### config.mk
export PLATFORM = sky130hd
export DESIGN_NAME = cs_unit
export DESIGN_NICKNAME = d
export VERILOG_FILES = /design/src/design/cs_unit_pkg.sv /design/src/design/cs_unit.sv
export SDC_FILE = /design/constraint.sdc
export NUM_CORES = 2
export LEC_CHECK = 0
export ABC_AREA = 1
export BUFFER_PORTS_ARGS = -buffer_cell sky130_fd_sc_hd__buf_2
export CORE_MARGIN = 2
export CORE_UTILIZATION = 45
export CTS_CLUSTER_DIAMETER = 40
export DETAILED_ROUTE_END_ITERATION = 7
export GPL_ROUTABILITY_DRIVEN = 0
export GPL_TIMING_DRIVEN = 0
export SYNTH_ARGS = -nofsm -noshare
export SYNTH_HDL_FRONTEND = slang
export SYNTH_SLANG_ARGS = --single-unit
### constraint.sdc
create_clock -name clk_in -period 3.1 [get_ports clk_in]
set_input_delay 0.465 -clock clk_in [delete_from_list [all_inputs] [get_ports clk_in]]
set_output_delay 0.465 -clock clk_in [all_outputs]
set_load 0.05 [all_outputs]
### src/design/cs_unit_pkg.sv
// Purpose: Shared constants for the chip-select pin control unit
// Assumes: 8-bit register offsets on a plain strobe port, 32-bit words
// Notes:   Pin index 12 stands for the boot select pin
package cs_unit_pkg;

	// ----------------------------------------
	// Sizes
	// ----------------------------------------
	localparam int NUM_PINS    = 12;
	localparam int NUM_REGIONS = 6;
	localparam int BOOT_PIN    = 12;
	localparam int FIRST_WO_CE = 6;

	// ----------------------------------------
	// Register offsets
	// ----------------------------------------
	localparam logic [7:0] OFF_REGION     = 8'h00;
	localparam logic [7:0] REGION_STRIDE  = 8'h08;
	localparam logic [7:0] OFF_REGION_OPT = 8'h04;
	localparam logic [7:0] OFF_PIN        = 8'h40;
	localparam logic [7:0] PIN_STRIDE     = 8'h04;
	localparam logic [7:0] OFF_SUB        = 8'h80;
	localparam logic [7:0] OFF_PORT_SEL   = 8'h90;
	localparam logic [7:0] OFF_PORT_DAT   = 8'h94;
	localparam logic [7:0] OFF_STATUS     = 8'h98;

	// ----------------------------------------
	// Field positions
	// ----------------------------------------
	localparam int F_BA_LSB   = 12;
	localparam int F_WAIT_LSB = 0;
	localparam int F_PIPE     = 3;
	localparam int F_W16      = 4;
	localparam int F_ROLE_LSB = 0;
	localparam int F_SEL_LSB  = 4;
	localparam int F_WP       = 0;

	// ----------------------------------------
	// Reset values
	// ----------------------------------------
	localparam logic [19:0] RST_BASE   = 20'h00000;
	localparam logic [19:0] RST_MASK   = 20'h00000;
	localparam logic [2:0]  RST_WAIT   = 3'h7;
	localparam logic [2:0]  RST_SEL    = 3'h0;
	localparam logic [11:0] RST_PORT   = 12'h000;

	// ----------------------------------------
	// Pin roles
	// ----------------------------------------
	typedef enum logic [1:0] {
		ROLE_ALT = 2'h0,
		ROLE_CE  = 2'h1,
		ROLE_WE  = 2'h2,
		ROLE_OE  = 2'h3
	} role_t;

endpackage

### src/design/cs_unit.sv
// Purpose: Chip-select pin control: strobes, wait states, pipelining
// Assumes: Single bus master on the same clock; synchronous reset
// Notes:   Region 0 is the boot region; region r (1..5) belongs to pin r
//
// What this block does
// [RQ1] Pin role field picks CE, WE, OE, alternate
// [RQ2] Alternate pins drive address bit or port bit
// [RQ3] Boot select pin has no alternate function
// [RQ4] Boot pin resets as boot memory chip enable
// [RQ5] Pin 0 only WE/OE; resets as boot OE
// [RQ6] Pins 1-5 take any strobe; six CEs max
// [RQ7] Pins 6-11 only write or output enable
// [RQ8] Twelve select pins plus one boot pin
// [RQ9] Pin states undefined first two reset cycles
// [RQ10] CE asserts with address on external bus
// [RQ11] Non-pipelined region holds CE until done
// [RQ12] Pipelined slave captures address on CE edge
// [RQ13] WE only during write data phase
// [RQ14] Slave captures write data on WE edge
// [RQ15] OE only during reads; slave drives then
// [RQ16] Zero to seven wait states per region
// [RQ17] Two outstanding, different regions, one each
// [RQ18] Same-region address overlaps previous data phase
// [RQ19] Each region selects 16 or 32 bit port
// [RQ20] Boot region has two protection sub-levels
// [RQ21] Unit generates transfer handshakes itself
// [RQ22] Data order follows address order per slave
// [RQ23] Alternate pins never driven by strobe logic
//
// The implementer's own choices: the strobed register port and the placing of the registers.
`timescale 1ns/1ps
module cs_unit
	import cs_unit_pkg::*;
(
	// Clock and reset
	input  wire logic        clk_in,
	input  wire logic        rst_in,
	// Register port
	input  wire logic [7:0]  reg_addr_in,
	input  wire logic [31:0] reg_wdata_in,
	input  wire logic        reg_wr_in,
	input  wire logic        reg_rd_in,
	output logic      [31:0] reg_rdata_out,
	// Access requests
	input  wire logic        req_valid_in,
	input  wire logic [31:0] req_addr_in,
	input  wire logic        req_write_in,
	output logic             aack_out,
	output logic             ta_out,
	output logic             err_out,
	// External bus side
	output logic      [31:0] ext_addr_out,
	output logic             ext_write_out,
	output logic             port16_out,
	output logic      [11:0] select_pin_out,
	output logic             boot_select_pin_n_out
);

	// ----------------------------------------
	// State
	// ----------------------------------------
	typedef struct packed {
		logic [NUM_REGIONS-1:0][19:0] base;
		logic [NUM_REGIONS-1:0][19:0] mask;
		logic [NUM_REGIONS-1:0][2:0]  wst;
		logic [NUM_REGIONS-1:0]       pipe;
		logic [NUM_REGIONS-1:0]       w16;
		logic [NUM_PINS:0][1:0]       role;
		logic [NUM_PINS:0][2:0]       sel;
		logic [1:0][19:0]             sub_base;
		logic [1:0][19:0]             sub_mask;
		logic [1:0]                   sub_wp;
		logic [11:0]                  port_sel;
		logic [11:0]                  port_dat;
		logic                         pend_v;
		logic [2:0]                   pend_rg;
		logic                         pend_wr;
		logic                         act_v;
		logic [2:0]                   act_rg;
		logic                         act_wr;
		logic [2:0]                   act_cnt;
		logic [31:0]                  ext_a;
		logic                         ext_wr;
		logic                         w16_o;
		logic                         aack;
		logic                         ta;
		logic                         err;
		logic [NUM_PINS:0]            pin_lvl;
		logic [31:0]                  rdata;
	} state_t;

	state_t s_q;
	state_t s_d;

	// ----------------------------------------
	// Next state
	// ----------------------------------------
	always_comb
	begin
		logic       hit;
		logic [2:0] hit_rg;
		logic       prot;
		logic       take;
		logic [2:0] rg;
		logic       on;
		s_d = s_q;
		hit = 1'b0;
		hit_rg = 3'h0;
		prot = 1'b0;
		take = 1'b0;
		rg = 3'h0;
		on = 1'b0;
		s_d.aack = 1'b0;
		s_d.err = 1'b0;

		// Region decode, lowest index wins; region enabled by its CE pin
		for (int r = NUM_REGIONS - 1; r >= 0; r--)
		begin
			on = (r == 0) ? (s_q.role[BOOT_PIN] == ROLE_CE) : (s_q.role[r] == ROLE_CE);
			if (on && (((req_addr_in[31:12] ^ s_q.base[r]) & s_q.mask[r]) == 20'h00000))
			begin
				hit = 1'b1;
				hit_rg = 3'(r);
			end
		end

		// Boot sub-level write protection
		for (int k = 0; k < 2; k++)
			if (hit && hit_rg == 3'h0 && req_write_in && s_q.sub_wp[k]
				&& (((req_addr_in[31:12] ^ s_q.sub_base[k]) & s_q.sub_mask[k]) == 20'h00000))
				prot = 1'b1; // RQ20

		// Data phase countdown; wait states end the access
		if (s_q.act_v)
		begin
			if (s_q.act_cnt == 3'h0)
				s_d.act_v = 1'b0;
			else
				s_d.act_cnt = s_q.act_cnt - 3'h1; // RQ16
		end

		// Address phase moves to data phase in order
		if (s_q.pend_v && !s_d.act_v)
		begin
			s_d.act_v = 1'b1; // RQ22
			s_d.act_rg = s_q.pend_rg;
			s_d.act_wr = s_q.pend_wr;
			s_d.act_cnt = s_q.wst[s_q.pend_rg];
			s_d.pend_v = 1'b0;
		end

		// Take a request: behind a pipelined region, two outstanding to different regions, or to the same region one cycle before its last data cycle
		if (req_valid_in && !s_q.aack && !s_q.err && !s_q.pend_v)
		begin
			if (!hit || prot)
				s_d.err = 1'b1; // RQ21
			else if (!s_q.act_v)
				take = 1'b1;
			else if (s_q.pipe[s_q.act_rg] && hit_rg != s_q.act_rg)
				take = 1'b1; // RQ17
			// Same region joins so its address phase meets the last data cycle
			else if (s_q.pipe[s_q.act_rg] && s_q.act_cnt == 3'h1)
				take = 1'b1; // RQ18
		end
		if (take)
		begin
			s_d.pend_v = 1'b1;
			s_d.pend_rg = hit_rg;
			s_d.pend_wr = req_write_in;
			s_d.ext_a = req_addr_in;
			s_d.ext_wr = req_write_in;
			s_d.aack = 1'b1; // RQ21
		end

		// Transfer acknowledge marks the last data phase cycle
		s_d.ta = s_d.act_v && s_d.act_cnt == 3'h0; // RQ21
		s_d.w16_o = s_d.act_v ? s_q.w16[s_d.act_rg] : s_q.w16[s_d.pend_rg]; // RQ19

		// Register writes
		if (reg_wr_in)
		begin
			for (int r = 0; r < NUM_REGIONS; r++)
			begin
				if (reg_addr_in == 8'(OFF_REGION + 8'(r) * REGION_STRIDE))
					s_d.base[r] = reg_wdata_in[31:F_BA_LSB];
				if (reg_addr_in == 8'(OFF_REGION + 8'(r) * REGION_STRIDE + OFF_REGION_OPT))
				begin
					s_d.mask[r] = reg_wdata_in[31:F_BA_LSB];
					s_d.wst[r] = reg_wdata_in[F_WAIT_LSB +: 3]; // RQ16
					s_d.pipe[r] = reg_wdata_in[F_PIPE];
					s_d.w16[r] = reg_wdata_in[F_W16]; // RQ19
				end
			end
			for (int p = 0; p <= NUM_PINS; p++)
				if (reg_addr_in == 8'(OFF_PIN + 8'(p) * PIN_STRIDE))
				begin
					s_d.sel[p] = reg_wdata_in[F_SEL_LSB +: 3];
					// Illegal roles leave the old role in place
					if (p == BOOT_PIN && reg_wdata_in[F_ROLE_LSB +: 2] == ROLE_ALT)
						s_d.role[p] = s_q.role[p]; // RQ3
					else if ((p == 0 || (p >= FIRST_WO_CE && p < BOOT_PIN))
						&& reg_wdata_in[F_ROLE_LSB +: 2] == ROLE_CE)
						s_d.role[p] = s_q.role[p]; // RQ5 RQ7
					else
						s_d.role[p] = reg_wdata_in[F_ROLE_LSB +: 2]; // RQ1 RQ6
				end
			for (int k = 0; k < 2; k++)
			begin
				if (reg_addr_in == 8'(OFF_SUB + 8'(k) * REGION_STRIDE))
					s_d.sub_base[k] = reg_wdata_in[31:F_BA_LSB];
				if (reg_addr_in == 8'(OFF_SUB + 8'(k) * REGION_STRIDE + OFF_REGION_OPT))
				begin
					s_d.sub_mask[k] = reg_wdata_in[31:F_BA_LSB];
					s_d.sub_wp[k] = reg_wdata_in[F_WP]; // RQ20
				end
			end
			if (reg_addr_in == OFF_PORT_SEL)
				s_d.port_sel = reg_wdata_in[11:0];
			if (reg_addr_in == OFF_PORT_DAT)
				s_d.port_dat = reg_wdata_in[11:0];
		end

		// Register reads, data one cycle later
		s_d.rdata = 32'h00000000;
		if (reg_rd_in)
		begin
			for (int r = 0; r < NUM_REGIONS; r++)
			begin
				if (reg_addr_in == 8'(OFF_REGION + 8'(r) * REGION_STRIDE))
					s_d.rdata = {s_q.base[r], 12'h000};
				if (reg_addr_in == 8'(OFF_REGION + 8'(r) * REGION_STRIDE + OFF_REGION_OPT))
					s_d.rdata = {s_q.mask[r], 7'h00, s_q.w16[r], s_q.pipe[r], s_q.wst[r]};
			end
			for (int p = 0; p <= NUM_PINS; p++)
				if (reg_addr_in == 8'(OFF_PIN + 8'(p) * PIN_STRIDE))
					s_d.rdata = {25'h0000000, s_q.sel[p], 2'h0, s_q.role[p]};
			for (int k = 0; k < 2; k++)
			begin
				if (reg_addr_in == 8'(OFF_SUB + 8'(k) * REGION_STRIDE))
					s_d.rdata = {s_q.sub_base[k], 12'h000};
				if (reg_addr_in == 8'(OFF_SUB + 8'(k) * REGION_STRIDE + OFF_REGION_OPT))
					s_d.rdata = {s_q.sub_mask[k], 11'h000, s_q.sub_wp[k]};
			end
			if (reg_addr_in == OFF_PORT_SEL)
				s_d.rdata = {20'h00000, s_q.port_sel};
			if (reg_addr_in == OFF_PORT_DAT)
				s_d.rdata = {20'h00000, s_q.port_dat};
			if (reg_addr_in == OFF_STATUS)
				s_d.rdata = {20'h00000, s_q.act_cnt, s_q.pend_rg, s_q.act_rg,
					s_q.pend_wr, s_q.pend_v, s_q.act_v};
		end

		// Pin levels from the next access state
		for (int p = 0; p <= NUM_PINS; p++)
		begin
			rg = (p == BOOT_PIN) ? 3'h0 : 3'(p);
			case (s_d.role[p])
				ROLE_CE: s_d.pin_lvl[p] = !((s_d.pend_v && s_d.pend_rg == rg) // RQ10
					|| (s_d.act_v && s_d.act_rg == rg && !s_d.pipe[rg])); // RQ11
				ROLE_WE: s_d.pin_lvl[p] = !(s_d.act_v && s_d.act_wr
					&& s_d.act_rg == s_d.sel[p]); // RQ13
				ROLE_OE: s_d.pin_lvl[p] = !(s_d.act_v && !s_d.act_wr
					&& s_d.act_rg == s_d.sel[p]); // RQ15
				ROLE_ALT: s_d.pin_lvl[p] = (p == BOOT_PIN) ? 1'b1
					: (s_d.port_sel[p % NUM_PINS] ? s_d.port_dat[p % NUM_PINS]
					: s_d.ext_a[31 - (p % NUM_PINS)]); // RQ2 RQ23
				default: s_d.pin_lvl[p] = 1'b1;
			endcase
		end

		// Synchronous reset overrides everything
		if (rst_in)
		begin
			s_d = '0; // RQ9
			for (int r = 0; r < NUM_REGIONS; r++)
			begin
				s_d.base[r] = RST_BASE;
				s_d.mask[r] = RST_MASK;
				s_d.wst[r] = RST_WAIT;
			end
			for (int p = 0; p <= NUM_PINS; p++)
			begin
				s_d.role[p] = ROLE_ALT;
				s_d.sel[p] = RST_SEL;
			end
			s_d.role[BOOT_PIN] = ROLE_CE; // RQ4
			s_d.role[0] = ROLE_OE; // RQ5
			s_d.port_sel = RST_PORT;
			s_d.port_dat = RST_PORT;
			s_d.pin_lvl[BOOT_PIN] = 1'b1;
			s_d.pin_lvl[0] = 1'b1;
		end
	end

	// State register
	always_ff @(posedge clk_in)
	begin
		s_q <= s_d;
	end

	// ----------------------------------------
	// Outputs
	// ----------------------------------------
	// All outputs come from state flops
	assign reg_rdata_out = s_q.rdata;
	assign aack_out = s_q.aack;
	assign ta_out = s_q.ta;
	assign err_out = s_q.err;
	assign ext_addr_out = s_q.ext_a;
	assign ext_write_out = s_q.ext_wr;
	assign port16_out = s_q.w16_o;
	assign select_pin_out = s_q.pin_lvl[NUM_PINS-1:0]; // RQ8
	assign boot_select_pin_n_out = s_q.pin_lvl[BOOT_PIN];
endmodule

==> flow_summary.toml <==
[worst_setup_path]
cpPeakStageDelay_ps = 320
ff2ff_path_depth = 22
path_max_fanout = 10
cp_common_cell = "nand2_1"
crit_slowest_cell = "dfxtp_1"
cp.arrival_ps = 3610
r2r_end = "select_pin_out[4]"
worstReg2RegStart = "s_q[491]"
worst_setup_path_start_kind = "register"
rrSetupSlack_ps = 10
crit_type = "reg2reg"
required_ps = 3620
path_cells = "inv_1 -> nand2_1 -> nand3_1 -> nand2_1 -> nor3_1 -> nand3_1 -> nand2_2 -> nand2_2 -> nand2_4 -> nand2_2 -> nand2_1 -> a21boi_2 -> nor2_4 -> nand2_4 -> buf_4 -> buf_8 -> nand2_1 -> o21ai_2 -> o21ai_2 -> nand3_1 -> nand2_1 -> a21oi_2"
cp-end-kind = "register"

[cells_and_area]
mostFrequentLayoutCells = "nand2_1 (631), o21ai_0 (582), dfxtp_1 (521)"
layout.nets = 4357
design_area_um2 = 33000
synthToLayoutAreaGrowth_pct = 21.7
ff_latch_area_um2 = 10700
final_layout_size_suffix_gt1_share_pct = 15.8
nFillCells = 5951
final_core_util_pct = 55.7
layout_commonest_cell = "nand2_1"
diodes = 0
layout.cells.non_filler = 5120
multiInputGateArea_um2 = 13600

[sta]
period_needed_ps = 3090
max_freq_mhz = 324
setup_viol = 0
period_share_pct = 99.7
max_slew_margin_pct = 20.6
hold_viol = 0
worst_pin_slew_ps = 1190
rsz0062_at_grt = "true"
finalSetupTns_ps = 0
skew_ps = 32.4
setup_slack_ps = 9.97
maxSlewViolCount = 0

[logic_synthesis]
synth_edf_count = 0
synth_cell_types = 53
ys.flop_type = "dfxtp_1"
syn_area_per_cell_um2 = 6.78
syn_nets = 4081
yosys_warnings = 0
synth.cell_area_um2 = 27100
yosysSeqAreaShare_pct = 39.5
synthArstFlopShare_pct = 0
syn_inst = 3999
ys_seq_elements = 535

[route]
wl_per_cell_um = 22.8
vias = 29700
drt_iter0_markers = 3559
drt_pass1_iterations = 6
drt.antenna.violating_nets = 0
wirelength_um = 117000
drc = 0
detail_route.vias_per_cell = 5.81

[floorplanning]
fp.dieH_um = 249
ios = 160
die_width_um = 249
rows = 89
die-area_um2 = 62200
start_util_pct = 45.8
coreArea_um2 = 59200

[grt]
grt_max_degree = 14
antenna_found_initial = 3
grt_pass1_wl_um = 169000
overflow = 0
grt_pass1_vias = 27000
grt_usage_pct = 36.1

[power]
vdd_drop_max_mv = 0.446
power_leakage_uw = 0.0136
powerDensity_nw_per_um2 = 584

[min_path]
hold_depth = 3
hold_class = "in2reg"
holdPathEnd = "ext_addr_out[6]"
holdCritStartpoint = "req_addr_in[6]"

[clock_network]
cts.clk_slew.worst_paths_ps = 50
cts_buffer_depth = 3
clock_tree.root_cell = "clkbuf_16"
cts_buffers = 93
cts_tree = "yes"
clock_sinks = 535
clk-insertion-delay-late_ps = 660
htreeDepth = 3
cts_hold_buf = 0

[placement]
place_area_um2 = 28800
port_buffers = 153
hpwlAfterDp_um = 88900
dp_worst_setup_slack_ps = -1260
dp.cells = 4925

[flow_run]
drv_cap = 0

[run_status]
status = "finished, final reports clean"
-- cell usage after synthesis, drive strengths merged, types with 3 or more instances --
master,n,area (um^2)
nand2,663,2530
o21ai,639,3230
dfxtp,535,10700
a21oi,479,2410
inv,477,1790
nor2,416,1620
nand3,181,946
clkbuf,177,664
buf,109,871
nand4,52,325
o2111ai,42,368
o22ai,36,225
xor2,32,280
a221oi,21,184
o211ai,20,150
nor3,19,95.1
clkinv,18,67.6
or2,14,87.6
a31oi,12,75.1
a22oi,7,52.6
o221ai,7,61.3
a211oi,5,37.5
nand3b,5,37.5
xnor2,5,43.8
ha,4,50.1
nor4,4,25.0
a21boi,3,26.3
-- where the power goes --
group | switching (uW) | internal [uW] | total [uW]
Clock | 3820 | 6580 | 10400
Sequential | 50.5 | 6980 | 7030
Combinational | 1330 | 513 | 1840
Total | 5190 | 14100 | 19300
-- kinds of logic after synthesis --
| kind of cell | count (synthesis) | share of synthesized area, % |
|---|---|---|
| AO/OA/AOI/OAI | 1286 | 25.7 |
| AND/OR/NAND/NOR | 1356 | 20.9 |
| adder cells (fa/ha/maj) | 4 | 0.185 |
| buffers and inverters | 781 | 12.5 |
| XOR/XNOR | 37 | 1.20 |
| flip-flops | 535 | 39.5 |
-- routing by layer --
layer  wire [um]  GRT usage, %  vias up
met5          12             0        -
met1       45100          45.3    13700
met2       51200          56.3     1778
met4        8840          24.3        2
li1            -             -    13800
met3       11900          7.18      455
-- repair_timing --
item	4_1_cts	5_1_grt
gates cloned	0	1
setup endpoints to repair	106	115
pin swaps	2	37
buffers inserted	7	22
gates resized for setup	66	161
-- state kept, by name, summed over array words and instances (netlist names) --
name                   flops
ta_out                     1
ext_write_out              1
port16_out                 1
ext_addr_out              32
err_out                    1
reg_rdata_out             32
s_q                      453
select_pin_out            12
boot_select_pin_n_out      1
aack_out                   1
-- worst max-delay path: cells and delay by family (launching register included) --
kind / cells / cell delay (ps)
AOI/OAI and AO/OA: 4 / 510
buffers and inverters: 3 / 370
DFF: 1 / 320
and+or+nand+nor: 15 / 1750
-- cell type report --
cell class	count	share of cell area, %
sequential	535	32.5
tap	773	2.93
clock inverter	50	1.79
inverter	495	5.72
timing repair buffer	183	3.13
multi-input combinational	2683	41.4
clock buffer	117	7.82
buffer	284	4.71
-- how the worst max path moves through the flow --
stage	startpoint	to	slack [ps]	cells after the start
final	s_q[491]	select_pin_out[4]	10	22
after global routing	reg_addr_in[1]	reg_rdata_out[6]	-160	15
after CTS	reg_addr_in[1]	reg_rdata_out[25]	-100	16
after detailed placement	reg_addr_in[1]	reg_rdata_out[25]	-1260	16
after global placement	reg_addr_in[1]	reg_rdata_out[25]	-1260	16
after floorplan	s_q[82]	select_pin_out[8]	430	15
-- metrics by stage --
step | total power, uW | hold slack [ps]
after floorplan | 8160 | 444
after global placement | 8810 | 461
after detailed placement | 8810 | 464
after CTS | 19200 | 27.6
after global routing | 19700 | 59.4
final | 19300 | 48.9
(Power assumes the default switching activity.)
